`src/adcseq_pkg.sv`:
```
// Shared constants for the analog input sequencer and its local-bus master.
package adcseq_pkg;
    localparam int CLK_MHZ = 250;
    localparam int SAMPLE_US = 15;
    localparam int CONV_MAX_US = 50;
    localparam int SAMPLE_CYC = SAMPLE_US * CLK_MHZ;
    localparam int SAR_BITS = 12;
    // Conversion budget left after sampling, spread over the 12 bit trials.
    localparam int BIT_CYC = ((CONV_MAX_US - SAMPLE_US) * CLK_MHZ) / SAR_BITS;
    localparam logic [15:0] SAMPLE_CNT = 16'(SAMPLE_CYC - 1);
    localparam logic [15:0] BIT_CNT = 16'(BIT_CYC - 1);
    // Port selections on the local I/O bus.
    localparam logic [1:0] PORT_CMD = 2'h0;
    localparam logic [1:0] PORT_DATA_LO = 2'h1;
    localparam logic [1:0] PORT_DATA_HI = 2'h2;
    localparam logic [1:0] PORT_STATUS = 2'h3;
    // Command and status byte fields.
    localparam int GAIN_MSB = 7;
    localparam int GAIN_LSB = 6;
    localparam int CONN_MSB = 5;
    localparam int CONN_LSB = 4;
    localparam int CHAN_MSB = 3;
    localparam int CHAN_LSB = 0;
    localparam int STAT_EOC_BIT = 0;
    localparam int STAT_BUSY_BIT = 1;
    localparam logic [1:0] GAIN_X1 = 2'h0;
    localparam logic [1:0] GAIN_X5 = 2'h1;
    localparam logic [1:0] GAIN_X50 = 2'h2;
    localparam logic [1:0] GAIN_X250 = 2'h3;
endpackage
```
`src/adcseq_if.sv`:
```
// Local I/O bus between the processor side and the converter control.
`timescale 1ns/1ps
interface adcseq_if;
    logic [1:0] port;
    logic wr;
    logic rd;
    logic [7:0] wdata;
    logic [7:0] rdata;
    logic irq;
    modport dev (input port, input wr, input rd, input wdata, output rdata, output irq);
    modport host (output port, output wr, output rd, output wdata, input rdata, input irq);
endinterface

```
`src/adcseq_dev.sv`:
```
// Converter control: command latch, sample/hold and SAR sequencing, result ports.
`timescale 1ns/1ps
module adcseq_dev
    import adcseq_pkg::*;
(
    // Clock and reset
    input wire logic i_core_clk,
    input wire logic i_sys_rst,
    // Local bus
    adcseq_if.dev bus,
    // Analog front end
    input wire logic i_cmp_above,
    input wire logic i_bipolar,
    output logic [1:0] o_gain_sel,
    output logic [1:0] o_conn_sel,
    output logic [3:0] o_chan_sel,
    output logic o_sample,
    output logic [11:0] o_dac_code
);
    typedef enum logic [1:0] {S_IDLE, S_SAMPLE, S_CONV} adcseq_state_e;

    adcseq_state_e state_q, state_d;
    logic [15:0] cnt_q, cnt_d;
    logic [3:0] bit_q, bit_d;
    logic [11:0] sar_q, sar_d;
    logic [11:0] res_q, res_d;
    logic [7:0] cmd_q, cmd_d;
    logic eoc_q, eoc_d;
    logic irq_q, irq_d;
    logic [7:0] rdata_q, rdata_d;
    logic start;

    assign start = bus.wr && bus.port == PORT_CMD && state_q == S_IDLE;

    always_comb
    begin
        state_d = state_q;
        cnt_d = cnt_q;
        bit_d = bit_q;
        sar_d = sar_q;
        res_d = res_q;
        cmd_d = cmd_q;
        eoc_d = eoc_q;
        irq_d = irq_q;
        rdata_d = rdata_q;
        unique case (state_q)
            S_IDLE:
            begin
                if (start)
                begin
                    cmd_d = bus.wdata;
                    state_d = S_SAMPLE;
                    cnt_d = SAMPLE_CNT;
                    eoc_d = 1'b0;
                    irq_d = 1'b0;
                end
            end
            S_SAMPLE:
            begin
                if (cnt_q == 16'h0)
                begin
                    state_d = S_CONV;
                    cnt_d = BIT_CNT;
                    bit_d = 4'(SAR_BITS - 1);
                    sar_d = 12'h800;
                end
                else
                begin
                    cnt_d = cnt_q - 16'h1;
                end
            end
            S_CONV:
            begin
                if (cnt_q != 16'h0)
                begin
                    cnt_d = cnt_q - 16'h1;
                end
                else
                begin
                    // Keep the trial bit when the input stays above the DAC code.
                    if (!i_cmp_above)
                    begin
                        sar_d[bit_q] = 1'b0;
                    end
                    if (bit_q == 4'h0)
                    begin
                        state_d = S_IDLE;
                        // Offset binary to sign plus magnitude in bipolar mode.
                        if (i_bipolar)
                        begin
                            res_d = sar_d[11] ? {1'b0, sar_d[10:0]} : {1'b1, 11'(12'h800 - sar_d)};
                        end
                        else
                        begin
                            res_d = sar_d;
                        end
                        eoc_d = 1'b1;
                        irq_d = 1'b1;
                    end
                    else
                    begin
                        sar_d[bit_q - 4'h1] = 1'b1;
                        bit_d = bit_q - 4'h1;
                        cnt_d = BIT_CNT;
                    end
                end
            end
            // The fourth state code is unused; fall back to idle if it ever appears.
            default:
            begin
                state_d = S_IDLE;
            end
        endcase
        if (bus.rd)
        begin
            unique case (bus.port)
                PORT_DATA_LO: rdata_d = res_q[7:0];
                PORT_DATA_HI: rdata_d = {4'h0, res_q[11:8]};
                PORT_STATUS: rdata_d = {6'h0, state_q != S_IDLE, eoc_q};
                PORT_CMD: rdata_d = 8'h0;
            endcase
            // A set in this cycle wins over the read clear.
            if ((bus.port == PORT_DATA_LO || bus.port == PORT_DATA_HI) && !(irq_d && !irq_q))
            begin
                irq_d = 1'b0;
            end
        end
    end

    always_ff @(posedge i_core_clk)
    begin
        if (i_sys_rst)
        begin
            state_q <= S_IDLE;
            cnt_q <= 16'h0;
            bit_q <= 4'h0;
            sar_q <= 12'h0;
            res_q <= 12'h0;
            cmd_q <= 8'h0;
            eoc_q <= 1'b0;
            irq_q <= 1'b0;
            rdata_q <= 8'h0;
        end
        else
        begin
            state_q <= state_d;
            cnt_q <= cnt_d;
            bit_q <= bit_d;
            sar_q <= sar_d;
            res_q <= res_d;
            cmd_q <= cmd_d;
            eoc_q <= eoc_d;
            irq_q <= irq_d;
            rdata_q <= rdata_d;
        end
    end

    // Sample only in the sampling phase; hold during trials and idle.
    logic sample_q;
    always_ff @(posedge i_core_clk)
    begin
        if (i_sys_rst)
        begin
            sample_q <= 1'b0;
        end
        else
        begin
            sample_q <= state_d == S_SAMPLE;
        end
    end

    assign o_sample = sample_q;
    assign o_gain_sel = cmd_q[GAIN_MSB:GAIN_LSB];
    assign o_conn_sel = cmd_q[CONN_MSB:CONN_LSB];
    assign o_chan_sel = cmd_q[CHAN_MSB:CHAN_LSB];
    assign o_dac_code = sar_q;
    assign bus.rdata = rdata_q;
    assign bus.irq = irq_q;
endmodule

```
`src/flat_wrapper.sv`:
```
// flat-port wrapper written by rule: the top's interface ports become plain ports
module adcseq_dev_flat import adcseq_pkg::*;
  (i_core_clk, i_sys_rst, i_cmp_above, i_bipolar, o_gain_sel, o_conn_sel, o_chan_sel, o_sample, o_dac_code, bus_port, bus_wr, bus_rd, bus_wdata, bus_rdata, bus_irq);
  adcseq_if bus_i ();
  input wire logic i_core_clk;
  input wire logic i_sys_rst;
  input wire logic i_cmp_above;
  input wire logic i_bipolar;
  output logic [1:0] o_gain_sel;
  output logic [1:0] o_conn_sel;
  output logic [3:0] o_chan_sel;
  output logic o_sample;
  output logic [11:0] o_dac_code;
  input wire logic [$bits(bus_i.port)-1:0] bus_port;
  input wire logic [$bits(bus_i.wr)-1:0] bus_wr;
  input wire logic [$bits(bus_i.rd)-1:0] bus_rd;
  input wire logic [$bits(bus_i.wdata)-1:0] bus_wdata;
  output wire logic [$bits(bus_i.rdata)-1:0] bus_rdata;
  output wire logic [$bits(bus_i.irq)-1:0] bus_irq;
  assign bus_i.port = bus_port;
  assign bus_i.wr = bus_wr;
  assign bus_i.rd = bus_rd;
  assign bus_i.wdata = bus_wdata;
  assign bus_rdata = bus_i.rdata;
  assign bus_irq = bus_i.irq;
  adcseq_dev u_core (.i_core_clk(i_core_clk), .i_sys_rst(i_sys_rst), .bus(bus_i), .i_cmp_above(i_cmp_above), .i_bipolar(i_bipolar), .o_gain_sel(o_gain_sel), .o_conn_sel(o_conn_sel), .o_chan_sel(o_chan_sel), .o_sample(o_sample), .o_dac_code(o_dac_code));
endmodule
```
`config.mk`:
```
export PLATFORM = sky130hd
export DESIGN_NAME = adcseq_dev_flat
export DESIGN_NICKNAME = d
export VERILOG_FILES = /design/src/adcseq_pkg.sv /design/src/adcseq_if.sv /design/src/adcseq_dev.sv /design/src/flat_wrapper.sv
export SDC_FILE = /design/constraint.sdc
export NUM_CORES = 1
export LEC_CHECK = 0
export ABC_AREA = 1
export BUFFER_PORTS_ARGS = -buffer_cell sky130_fd_sc_hd__buf_2
export CORE_ASPECT_RATIO = 0.8
export CORE_UTILIZATION = 50
export CTS_CLUSTER_SIZE = 14
export DETAILED_ROUTE_END_ITERATION = 12
export GPL_ROUTABILITY_DRIVEN = 1
export PLACE_DENSITY = 0.7
export REMOVE_ABC_BUFFERS = 1
export SLEW_MARGIN = 0
export SYNTH_ARGS = -nofsm -noshare
export SYNTH_HDL_FRONTEND = slang
export SYNTH_SLANG_ARGS = --single-unit
```
`constraint.sdc`:
```
create_clock -name i_core_clk -period 4.2 [get_ports i_core_clk]
set_clock_uncertainty 0.05 [all_clocks]
set_input_delay 0.42 -clock i_core_clk [delete_from_list [all_inputs] [get_ports i_core_clk]]
set_output_delay 0.42 -clock i_core_clk [all_outputs]
set_load 0.02 [all_outputs]
```
== Yosys cells after proc, flatten, opt, wreduce, memory -nomap -nowiden ==
Index checks and enable logic that the tools add are counted.
Operators by class
  $add $sub $neg: 3
  order comparisons: 4
  bitwise logic cells: 4
  reduce and logical (&&, ||, !) cells: 24
  equality and inequality tests: 12
  muxes and demuxes: 38
Operator list (number)
  $mux W12: 8
  $mux W16: 4
  $pmux W16 S3: 1
  $pmux W8 S4: 1
  $pmux W12 S2: 1
  $logic_not A16 Y1: 1
  $reduce_bool A16 Y1: 1
  $sub A16 B1 Y16 const B: 1
  $and A12 B12 Y12: 1
  $mux W4: 3
  $not A12 Y12: 1
  $or A12 B12 Y12: 1
  $sub A1 B11 Y11 const A: 1
  $lt A4 B5 Y1 const B: 2
  $mux W1: 10
  $reduce_and A3 Y1: 3
  $demux W1 S4: 2
  $ge A4 B1 Y1 const B: 2
  $mux W2: 4
  $pmux W4 S2: 1
  $reduce_and A4 Y1: 2
  $eq A2 B1 Y1 const B: 3
  $eq A2 B2 Y1 const B: 3
  $logic_and A1 B1 Y1: 6
  14 further kinds: 22
Storage, ports and cells
  output and inout port bits: 30
  word-level logic and storage cells: 95
  bits in registers: 65
  bits of input ports: 16

== Longest topological paths before layout ==
Gate-level depths: netlist (run 1).
  depth in word-level cells: 13
  depth in mapped cells: 15

== Worst setup path after synthesis (run 1) ==
No wires, ideal clock.
  path type: reg2reg
  from: reg u_core.bit_q[0]
  to: reg u_core.res_q[10]
  stages on the path, launching flop included: 13
  setup time: 109 ps
  clock period less this slack: 1790 ps
  required time: 4041 ps
  path slack: 2410 ps
  arrival: 1631 ps
  cells stage by stage: dfxtp_1 > inv_1 > ha_1 > nand3_1 > nand2_1 > ha_1 > nand2_1 > nor2_1 > nand3_1 > nand3_1 > nand3_1 > nand2_1 > inv_1
On the way
  word-level cells in the longest chain between the ends: 12
  elaborated cells between the ends (all ways): 15
  classes of those cells: 1 x add/sub; 2 x order compare; 7 x mux; 2 x bitwise; 3 x reduce/logical
Ends and longest elaborated chain
  start, declared: RTL line adcseq_dev.sv:24  | logic [3:0] bit_q, bit_d;
  start signal, assigned: RTL line adcseq_dev.sv:148  | bit_q <= bit_d;
  $lt A4 B5 Y1 (implied by the code) / $ge A4 B1 Y1 (equally long branches): RTL line adcseq_dev.sv:83  | sar_d[bit_q] = 1'b0;
  $logic_and A1 B1 Y1 (implied by the code): RTL line adcseq_dev.sv:83
  $mux W1 (implied by the code): RTL line adcseq_dev.sv:83
  $demux W1 S4
  $not A12 Y12 (no source line)
  $and A12 B12 Y12 (no source line)
  $mux W12: RTL line adcseq_dev.sv:81  | if (!i_cmp_above)
  $mux W12: RTL line adcseq_dev.sv:74  | if (cnt_q != 16'h0)
  $mux W12: RTL line adcseq_dev.sv:46  | unique case (state_q)
  $sub A1 B11 Y11: RTL line adcseq_dev.sv:91  | res_d = sar_d[11] ? {1'b0, sar_d[10:0]} : {1'b1, 11'(12'h800 - sar_d)};
  $mux W12: RTL line adcseq_dev.sv:91
  $mux W12: RTL line adcseq_dev.sv:89  | if (i_bipolar)
  end signal, assigned: RTL line adcseq_dev.sv:150  | res_q <= res_d;
  end, declared: RTL line adcseq_dev.sv:26  | logic [11:0] res_q, res_d;
Parallel ways exist; a longest one is shown, timed or not. The select of a mux whose other input is x is not followed.
A chain may end at the register's enable or synchronous reset.

== Worst setup path after layout (run 1) ==
  from: reg u_core.bit_q[1]
  to: reg u_core.res_q[10]
Same word-level chain as after synthesis.

==> reports/metrics.yaml, run 1 <==
worst_case_register_to_register_setup_slack_ns: 2.04
irDropWorstVdd_mv: 0.184
cts.clk_slew.worst_paths_ns: 0.08
synth_seq_cells: 65
grt_overflow: 0
synth.area.top_cells: "dfxtp_1 (34%), nand2_1 (13%), inv_1 (6.1%)"
dieWidth_um: 100
r2r_start: "u_core.bit_q[1]"
power_density_nw_per_um2: 352
totalWireLength_um: 9320
power.share.switching_pct: 29.6
tritoncts_clock_tree: "yes"
cts_hold_buffers: 0
numPortBuffers: 45
ant_nets: 0
netlist_area_um2: 3880
finalSetupViolations: 0
post_cts_buffers: 0
p_int_mw: 1.09
critPathLaunchType: "flip-flop"
final_hold_viol_count: 0
synth_edf_count: 0
netSwitchingPower_uw: 456
design_power_total_mw: 1.54
crit_path_end_kind: "flip-flop"
insertedDiodeCount: 0
tightestPinTransition_ns: 0.757
cts-buffers-inserted: 9
synth.distinct_cells: 42
route.vias.total: 3643
whs_path_depth: 3
via_count_of_the_first_global_routing_pass: 3152
power_leakage_nw: 2.03
holdCritPathClass: "in2reg"
grt_use_total_pct: 23.9
floorplan.core_area_um2: 7460
worstPathArrival_ns: 2.35
layout-drive-gt1-share_pct: 20.0
slew_headroom_pct: 49.2
min_period_ns: 2.16
fillers: 713
postSynthCellCount: 558
critPathKind: "reg2reg"
worstPathRequired_ns: 4.39
yosys.area.top_type_share_pct: 33.6
start_util_pct: 51.9
detail_route.drc_violations: 0
power.share.combinational_pct: 17.7
finalNetCount: 633
floorplan.io_pins: 46
grt_pass1_wl_um: 15200
syn_to_final_growth_pct: 12.9
cts_htree_levels: 3
path_max_fanout: 6
fin_crit_sh_pct: 51.5
status: "completed"
max_frequency_mhz: 462
syn_area_per_cell_um2: 6.95
drtIter0Drc: 218
yosysSeqAreaShare_pct: 33.6
wire_per_inst_um: 13.1
maxCapViolCount: 0
yosys.area.top_type: "dfxtp_1"
antenna_found_initial: 0
finalSetupTns_ns: 0
largest_net_degree_at_the_start_of_global_routing: 38
clk_root_buffer_cell: "clkbuf_8"
crit-reg2reg-capture: "u_core.res_q[10]"
clock_sinks: 65
die-height_um: 80.8
final_max_slew_viol_count: 0
clock_tree.buffer_depth: 2
post_drt_via_cell_ratio: 5.14
ys_async_rst_share_pct: 0
finalWeightedCongestion: 0.910
rr_worst_depth: 14
min-delay-start: "bus_wdata[2]"
timing.hold.worst_endpoint: "u_core.cmd_q[2]"
die_area_um2: 8110
reg_power_share_pct: 42.3
cts-resized-gates: 0
firstDrtPassIters: 5
dp_hpwl_um: 6730
synth_top_flop_cell: "dfxtp_1"
rsz0062_at_grt: "no"
clk_latency_ns: 0.34
synth.yosys.warnings: 0
placementRows: 28
power_frac_clock_pct: 40.0
[flip-flops by register name, indices dropped and copies added, names as in the netlist]
name	flops
u_core.cmd_q	8
u_core.bit_q	4
u_core.state_q	2
u_core.o_sample	1
u_core.cnt_q	16
u_core.bus.rdata	8
u_core.eoc_q	1
u_core.o_dac_code	12
u_core.bus.irq	1
u_core.res_q	12
[cells in the mapped netlist, types with 2 or more instances]
cell	instances
nand2_1	138
dfxtp_1	65
inv_1	63
a21oi_1	45
nand3_1	45
o21ai_0	34
nor2_1	32
ha_1	17
nand2_2	15
a21oi_2	11
inv_2	8
nor2_2	8
nor3_1	8
xor2_1	7
a31oi_1	6
o21a_1	6
o21ai_1	6
buf_1	4
buf_2	4
nor2_4	4
clkbuf_1	3
nand2_4	3
a22o_1	2
buf_6	2
nand3_4	2
nand3b_1	2
nand4_1	2
o21ai_2	2
[power by group through the flow]
stage	registers (mW)	clock network (mW)	logic (mW)
floorplan	0.673	0	0.190
global placement	0.666	0	0.265
detailed placement	0.667	0	0.269
CTS	0.652	0.632	0.271
global route	0.655	0.657	0.307
finish	0.653	0.618	0.272
[routing by layer]
metal | GRT usage (%) | routed length (um) | vias up
li1 | - | - | 1885
met1 | 35.8 | 5020 | 1649
met2 | 34.2 | 3750 | 104
met3 | 5.51 | 483 | 5
met4 | 5.94 | 64 | 0
met5 | 0 | 0 | -
[worst max path at each step]
stage                               start               end  depth (start not counted)  slack (ns)
after floorplan           u_core.bit_q[0]  u_core.res_q[10]                         12        2.41
after global placement          i_sys_rst   u_core.o_sample                          6        1.91
after detailed placement        i_sys_rst   u_core.o_sample                          6        1.86
after CTS                 u_core.bit_q[1]  u_core.res_q[10]                         14        2.06
after global routing      u_core.bit_q[1]   u_core.res_q[8]                         14        1.83
final                     u_core.bit_q[1]  u_core.res_q[10]                         14        2.04
[worst max-delay path, stage by stage (launching register included)]
cell	delay, ns
dfxtp_1	0.34
inv_1	0.17
ha_1	0.18
inv_1	0.04
nor2_1	0.20
nand2_1	0.09
nand2_1	0.15
ha_1	0.24
nand2_1	0.09
nor2_1	0.13
nand3_1	0.12
nand3_1	0.09
nand3_1	0.08
nand2_1	0.06
inv_1	0.03
[placed cells by master (no fill, tap or decap), types with 2 or more instances in the layout]
| master | netlist | final |
|---|---|---|
| nand2_1 | 138 | 138 |
| dfxtp_1 | 65 | 65 |
| inv_1 | 63 | 63 |
| nand3_1 | 45 | 45 |
| a21oi_1 | 45 | 45 |
| buf_2 | 4 | 45 |
| o21ai_0 | 34 | 34 |
| nor2_1 | 32 | 32 |
| ha_1 | 17 | 17 |
| nand2_2 | 15 | 15 |
| a21oi_2 | 11 | 11 |
| clkbuf_8 | 0 | 11 |
| inv_2 | 8 | 8 |
| nor2_2 | 8 | 8 |
| nor3_1 | 8 | 8 |
| xor2_1 | 7 | 7 |
| o21ai_1 | 6 | 6 |
| o21a_1 | 6 | 6 |
| a31oi_1 | 6 | 6 |
| nor2_4 | 4 | 4 |
| nand2_4 | 3 | 3 |
| nand4_1 | 2 | 2 |
| nand3_4 | 2 | 2 |
| o21ai_2 | 2 | 2 |
| clkinv_4 | 1 | 2 |
| nand3b_1 | 2 | 2 |
| a22o_1 | 2 | 2 |
| bufinv_16 | 0 | 2 |
[cell type report]
| type | instances | area, um2 | area share [%] |
|---|---|---|---|
| clock buffer | 11 | 151 | 3.46 |
| multi-input combinational | 404 | 2200 | 50.2 |
| sequential | 65 | 1300 | 29.7 |
| tap | 105 | 131 | 3.00 |
| clock inverter | 4 | 76.3 | 1.74 |
| inverter | 74 | 285 | 6.52 |
| timing repair buffer | 46 | 233 | 5.32 |
[per-stage QoR]
stage	util [%]	instance area, um2	std cells	worst slack, ns	hold WS [ns]
2_1_floorplan	-	3780	543	2.41	0.383
3_3_place_gp	55.6	4150	694	1.91	0.399
3_5_place_dp	55.6	4150	694	1.86	0.399
4_1_cts	58.7	4380	709	2.06	0.283
5_1_grt	58.7	4380	709	1.83	0.288
6_report	58.7	4380	709	2.04	0.294
[logic make-up (layout without fill, tap and decap cells)]
logic type	count (synthesis)	in the layout	synth area share, %
xor+xnor	8	8	1.81
fa+ha+maj	17	17	5.49
compound gates	115	115	17.1
simple gates	264	264	32.3
buf+inv	89	135	9.72
flops	65	65	33.6
(Power assumes the default switching activity.)
==> run 2, diff against run 1 <==
==> constraint.sdc (replaced) <==
create_clock -name i_core_clk -period 2.1 [get_ports i_core_clk]
set_clock_uncertainty 0.05 [all_clocks]
set_input_delay 0.21 -clock i_core_clk [delete_from_list [all_inputs] [get_ports i_core_clk]]
set_output_delay 0.21 -clock i_core_clk [all_outputs]
set_load 0.02 [all_outputs]
==> reports/metrics.yaml, run 2 (same netlist as run 1, synthesis figures left out) <==
status: "completed"
mostFrequentLayoutCell: "nand2_1"
power_density_nw_per_um2: 698
numPortBuffers: 45
critPathMaxStageDelay_ns: 0.33
multi_input_combinational_cell_area_um2: 2210
finalNetCount: 640
antenna_found_initial: 0
timing.critical_path.slowest_stage_cell: "dfxtp_1"
totalWireLength_um: 9890
syn_to_final_growth_pct: 14.7
path_max_fanout: 12
dieWidth_um: 100
finalWeightedCongestion: 0.897
max_frequency_mhz: 516
ant_nets: 0
worstPathArrival_ns: 2.13
largest_reg_flops: 16
min-delay-start: "bus_wdata[5]"
grt_use_total_pct: 25.6
rsz0062_at_grt: "no"
crit-reg2reg-capture: "u_core.cnt_q[7]"
irDropWorstVdd_mv: 0.309
most-common-layout-cells: "nand2_1 (136), dfxtp_1 (64), inv_1 (61)"
worst_case_register_to_register_setup_slack_ns: 0.16
post_cts_buffers: 0
crit_path_end_kind: "flip-flop"
cts_htree_levels: 3
holdCritPathClass: "in2reg"
r2r_start: "u_core.state_q[0]"
grt_overflow: 0
min_period_ns: 1.94
fin_crit_sh_pct: 92.4
final_hold_viol_count: 0
rr_worst_depth: 11
clock_sinks: 65
sequential_cell_area_um2: 1300
critPathKind: "reg2reg"
tightestPinTransition_ns: 0.464
path_common_cell: "inv_1"
regMostFlops: "u_core.cnt_q"
insertedDiodeCount: 0
design_power_total_mw: 3.10
slew_headroom_pct: 69.1
start_util_pct: 51.9
grt_pass1_wl_um: 16100
whs_path_depth: 3
timing.hold.worst_endpoint: "u_core.cmd_q[5]"
cts.clk_slew.worst_paths_ns: 0.08
floorplan.io_pins: 46
route.vias.total: 3777
detail_route.drc_violations: 0
wire_per_inst_um: 13.8
critical_path.top_delay_family: "simple AND/OR/NAND/NOR gates"
floorplan.core_area_um2: 7460
die-height_um: 80.8
firstDrtPassIters: 5
via_count_of_the_first_global_routing_pass: 3309
placementRows: 28
critPathLaunchType: "flip-flop"
final_max_slew_viol_count: 0
dp_hpwl_um: 7320
layout-drive-gt1-share_pct: 22.4
place.detailed.instances: 701
tritoncts_clock_tree: "yes"
finalSetupTns_ns: 0
maxCapViolCount: 0
post_drt_via_cell_ratio: 5.27
worstPathRequired_ns: 2.30
die_area_um2: 8110
power_leakage_nw: 2.07
clk_latency_ns: 0.35
crit_buf_inv: 4
layoutNonFillerInstCount: 717
finalSetupViolations: 0
clk_root_buffer_cell: "clkbuf_8"
fillers: 731
crit_path_cell_trace: "inv_1, ha_1, inv_1, nor2_4, nand3_4, nand2_4, inv_2, nor2_1, nor2_1, o21ai_1, inv_1"
largest_net_degree_at_the_start_of_global_routing: 37
cts-buffers-inserted: 9
drtIter0Drc: 253
clock_tree.buffer_depth: 2
cts_hold_buffers: 0
## run 2: cell count changes in the layout (fill, tap and decap cells not counted), moves of 2 or more
cell	previous run	this run
clkinv_4	2	4
inv_2	8	10
ha_1	17	15
buf_4	1	8
inv_1	63	61
nand2_2	15	17
nand2_1	138	136
ha_2	0	2
## run 2: repair_timing
item,4_1_cts,5_1_grt
setup endpoints to repair,0,27
gates resized for setup,0,9
endpoints found under the hold margin,0,0
## run 2: routing by layer
metal	global-route usage, %	share of wire, %	up-vias
met2	38.7	42	106
met4	6.81	1.1	0
met5	0	0	-
met3	4.99	5.4	13
li1	-	-	1914
met1	37.1	52	1744
## run 2: worst max-delay path by stage
| stage | end | slack, ns | cells past startpoint | start |
|---|---|---|---|---|
| finish | u_core.cnt_q[7] | 0.16 | 11 | u_core.state_q[0] |
| global route | u_core.cnt_q[7] | 0.009 | 11 | u_core.cnt_q[0] |
| CTS | u_core.res_q[10] | 0.05 | 14 | u_core.bit_q[1] |
| detailed placement | u_core.res_q[10] | 0.11 | 14 | u_core.bit_q[1] |
| global placement | u_core.cnt_q[7] | 0.17 | 11 | u_core.bit_q[0] |
| floorplan | u_core.res_q[10] | 0.31 | 12 | u_core.bit_q[0] |
## run 2: final cells by class
type / instances / share of cell area (%)
multi-input combinational: 404 / 49.7
sequential: 65 / 29.3
timing repair buffer: 53 / 6.42
inverter: 74 / 6.42
clock buffer: 10 / 3.10
tap: 105 / 2.96
clock inverter: 6 / 2.06
## run 2: metrics by stage
stage               hold slack (ns)  utilization, %  instance area [um2]  setup WS [ns]
finish                       0.0743            59.6                 4440          0.161
global route                 0.0697            59.6                 4440        0.00939
CTS                          0.0617            59.4                 4430         0.0459
detailed placement            0.399            56.3                 4200          0.108
global placement              0.394            56.3                 4200          0.173
floorplan                     0.222               -                 3780          0.308
## run 2: worst min-delay path, delay by kind of cell
| family | cells | cell delay (ns) |
|---|---|---|
| and+or+nand+nor | 1 | 0.07 |
| AOI/OAI and AO/OA | 1 | 0.06 |
| buffers and inverters | 1 | 0.09 |
## run 2: power breakdown
group	switching, mW	internal, mW
clock network	0.523	0.705
logic	0.382	0.186
registers	0.0359	1.27
==> run 3, diff against run 2 <==
--- a/config.mk
+++ b/config.mk
@@ -13,6 +13,7 @@
 export DETAILED_ROUTE_END_ITERATION = 12
 export GPL_ROUTABILITY_DRIVEN = 1
 export PLACE_DENSITY = 0.7
+export RECOVER_POWER = 100
 export REMOVE_ABC_BUFFERS = 1
 export SLEW_MARGIN = 0
 export SYNTH_ARGS = -nofsm -noshare
==> reports/metrics.yaml, run 3 (same netlist as run 1, synthesis figures left out) <==
most-common-layout-cells: "nand2_1 (136), dfxtp_1 (64), inv_1 (61)"
dieWidth_um: 100
timing.critical_path.slowest_stage_cell: "dfxtp_1"
wire_per_inst_um: 13.7
final_hold_viol_count: 0
start_util_pct: 51.9
firstDrtPassIters: 6
worstPathArrival_ns: 2.15
worst_case_register_to_register_setup_slack_ns: 0.17
route.vias.total: 3783
grt_pass1_wl_um: 16100
clk_root_buffer_cell: "clkbuf_8"
mostFrequentLayoutCell: "nand2_1"
cts.clk_slew.worst_paths_ns: 0.08
dp_hpwl_um: 7320
slew_headroom_pct: 71.3
maxCapViolCount: 0
crit_path_cell_trace: "inv_1, ha_1, inv_1, nor2_1, nor2_1, nand3_4, nor2_8, nand2_2, a21oi_2"
clock_tree.buffer_depth: 2
numPortBuffers: 45
finalSetupViolations: 0
placementRows: 28
crit_path_end_kind: "flip-flop"
detail_route.drc_violations: 0
finalWeightedCongestion: 0.897
crit_buf_inv: 2
layout-drive-gt1-share_pct: 16.3
cts-buffers-inserted: 9
place.detailed.instances: 701
irDropWorstVdd_mv: 0.311
min_period_ns: 1.93
tritoncts_clock_tree: "yes"
layoutNonFillerInstCount: 717
status: "completed"
die-height_um: 80.8
largest_reg_flops: 16
largest_net_degree_at_the_start_of_global_routing: 37
r2r_start: "u_core.state_q[0]"
antenna_found_initial: 0
crit-reg2reg-capture: "u_core.cnt_q[15]"
tightestPinTransition_ns: 0.431
floorplan.core_area_um2: 7460
grt_use_total_pct: 25.6
whs_path_depth: 3
syn_to_final_growth_pct: 12.9
power_density_nw_per_um2: 707
max_frequency_mhz: 519
fin_crit_sh_pct: 91.8
holdCritPathClass: "in2reg"
worstPathRequired_ns: 2.32
timing.hold.worst_endpoint: "u_core.cmd_q[5]"
regMostFlops: "u_core.cnt_q"
die_area_um2: 8110
critPathMaxStageDelay_ns: 0.37
path_max_fanout: 6
via_count_of_the_first_global_routing_pass: 3309
post-route-util_pct: 58.7
power_leakage_nw: 1.94
critical_path.top_delay_family: "simple AND/OR/NAND/NOR gates"
final_max_slew_viol_count: 0
drtIter0Drc: 270
ant_nets: 0
floorplan.io_pins: 46
post_cts_buffers: 0
critPathLaunchType: "flip-flop"
grt_overflow: 0
clk_latency_ns: 0.35
rr_worst_depth: 9
fillers: 754
cts_hold_buffers: 0
design_power_total_mw: 3.09
finalNetCount: 640
clock_sinks: 65
layout.cell_area.non_filler_um2: 4380
rsz0062_at_grt: "no"
placed_instance_area_um2: 4200
critPathKind: "reg2reg"
post_drt_via_cell_ratio: 5.28
cts_htree_levels: 3
insertedDiodeCount: 0
finalSetupTns_ns: 0
min-delay-start: "bus_wdata[5]"
totalWireLength_um: 9830
-- run 3: changes by cell type in the layout (fill, tap and decap cells not counted), sizes merged --
cell | before | now
buf | 53 | 22
clkbuf | 10 | 41
clkinv | 6 | 5
inv | 72 | 73
-- run 3: power breakdown --
part | internal [mW] | total, mW | switching, mW
combinational | 0.182 | 0.561 | 0.380
sequential | 1.27 | 1.31 | 0.0362
clock | 0.705 | 1.23 | 0.521
total | 2.16 | 3.09 | 0.937
-- run 3: how the worst max path moves through the flow --
stage	startpoint	to	slack, ns	depth (start not counted)
2_1_floorplan	u_core.bit_q[0]	u_core.res_q[10]	0.31	12
3_3_place_gp	u_core.bit_q[0]	u_core.cnt_q[7]	0.17	11
3_5_place_dp	u_core.bit_q[1]	u_core.res_q[10]	0.11	14
4_1_cts	u_core.bit_q[1]	u_core.res_q[10]	0.05	14
5_1_grt	u_core.cnt_q[0]	u_core.cnt_q[7]	0.03	11
6_report	u_core.state_q[0]	u_core.cnt_q[15]	0.17	9
-- run 3: tightest hold or removal path, delay by kind of cell --
family          cells  cell delay [ns]
simple gates        1             0.07
buf+inv             1             0.09
compound gates      1             0.06
-- run 3: final cells by class --
type                            instances  area, um2  share of cell area [%]
Sequential cell                        65       1300                    29.8
Clock inverter                          6       91.3                    2.09
Multi-Input combinational cell        404       2190                    50.0
Clock buffer                           10        138                    3.14
Tap cell                              105        131                    3.00
Inverter                               74        280                    6.40
Timing Repair Buffer                   53        246                    5.63
-- run 3: per-stage QoR --
step / hold WS [ns] / setup WS [ns]
after floorplan: 0.222 / 0.308
after global placement: 0.394 / 0.173
after detailed placement: 0.399 / 0.108
after CTS: 0.0617 / 0.0459
after global routing: 0.0697 / 0.0301
final: 0.0762 / 0.172
-- run 3: per-layer routing --
metal	up-vias	routed length [um]	GRT usage [%]
li1	1907	-	-
met1	1733	4970	37.1
met2	128	4140	38.7
met3	15	601	4.99
met4	0	118	6.81
met5	-	0	0
-- run 3: repair_timing --
| item | in CTS | in global routing |
|---|---|---|
| gates resized for setup | 0 | 9 |
| hold endpoints to repair | 0 | 0 |
| setup endpoints to repair | 0 | 27 |
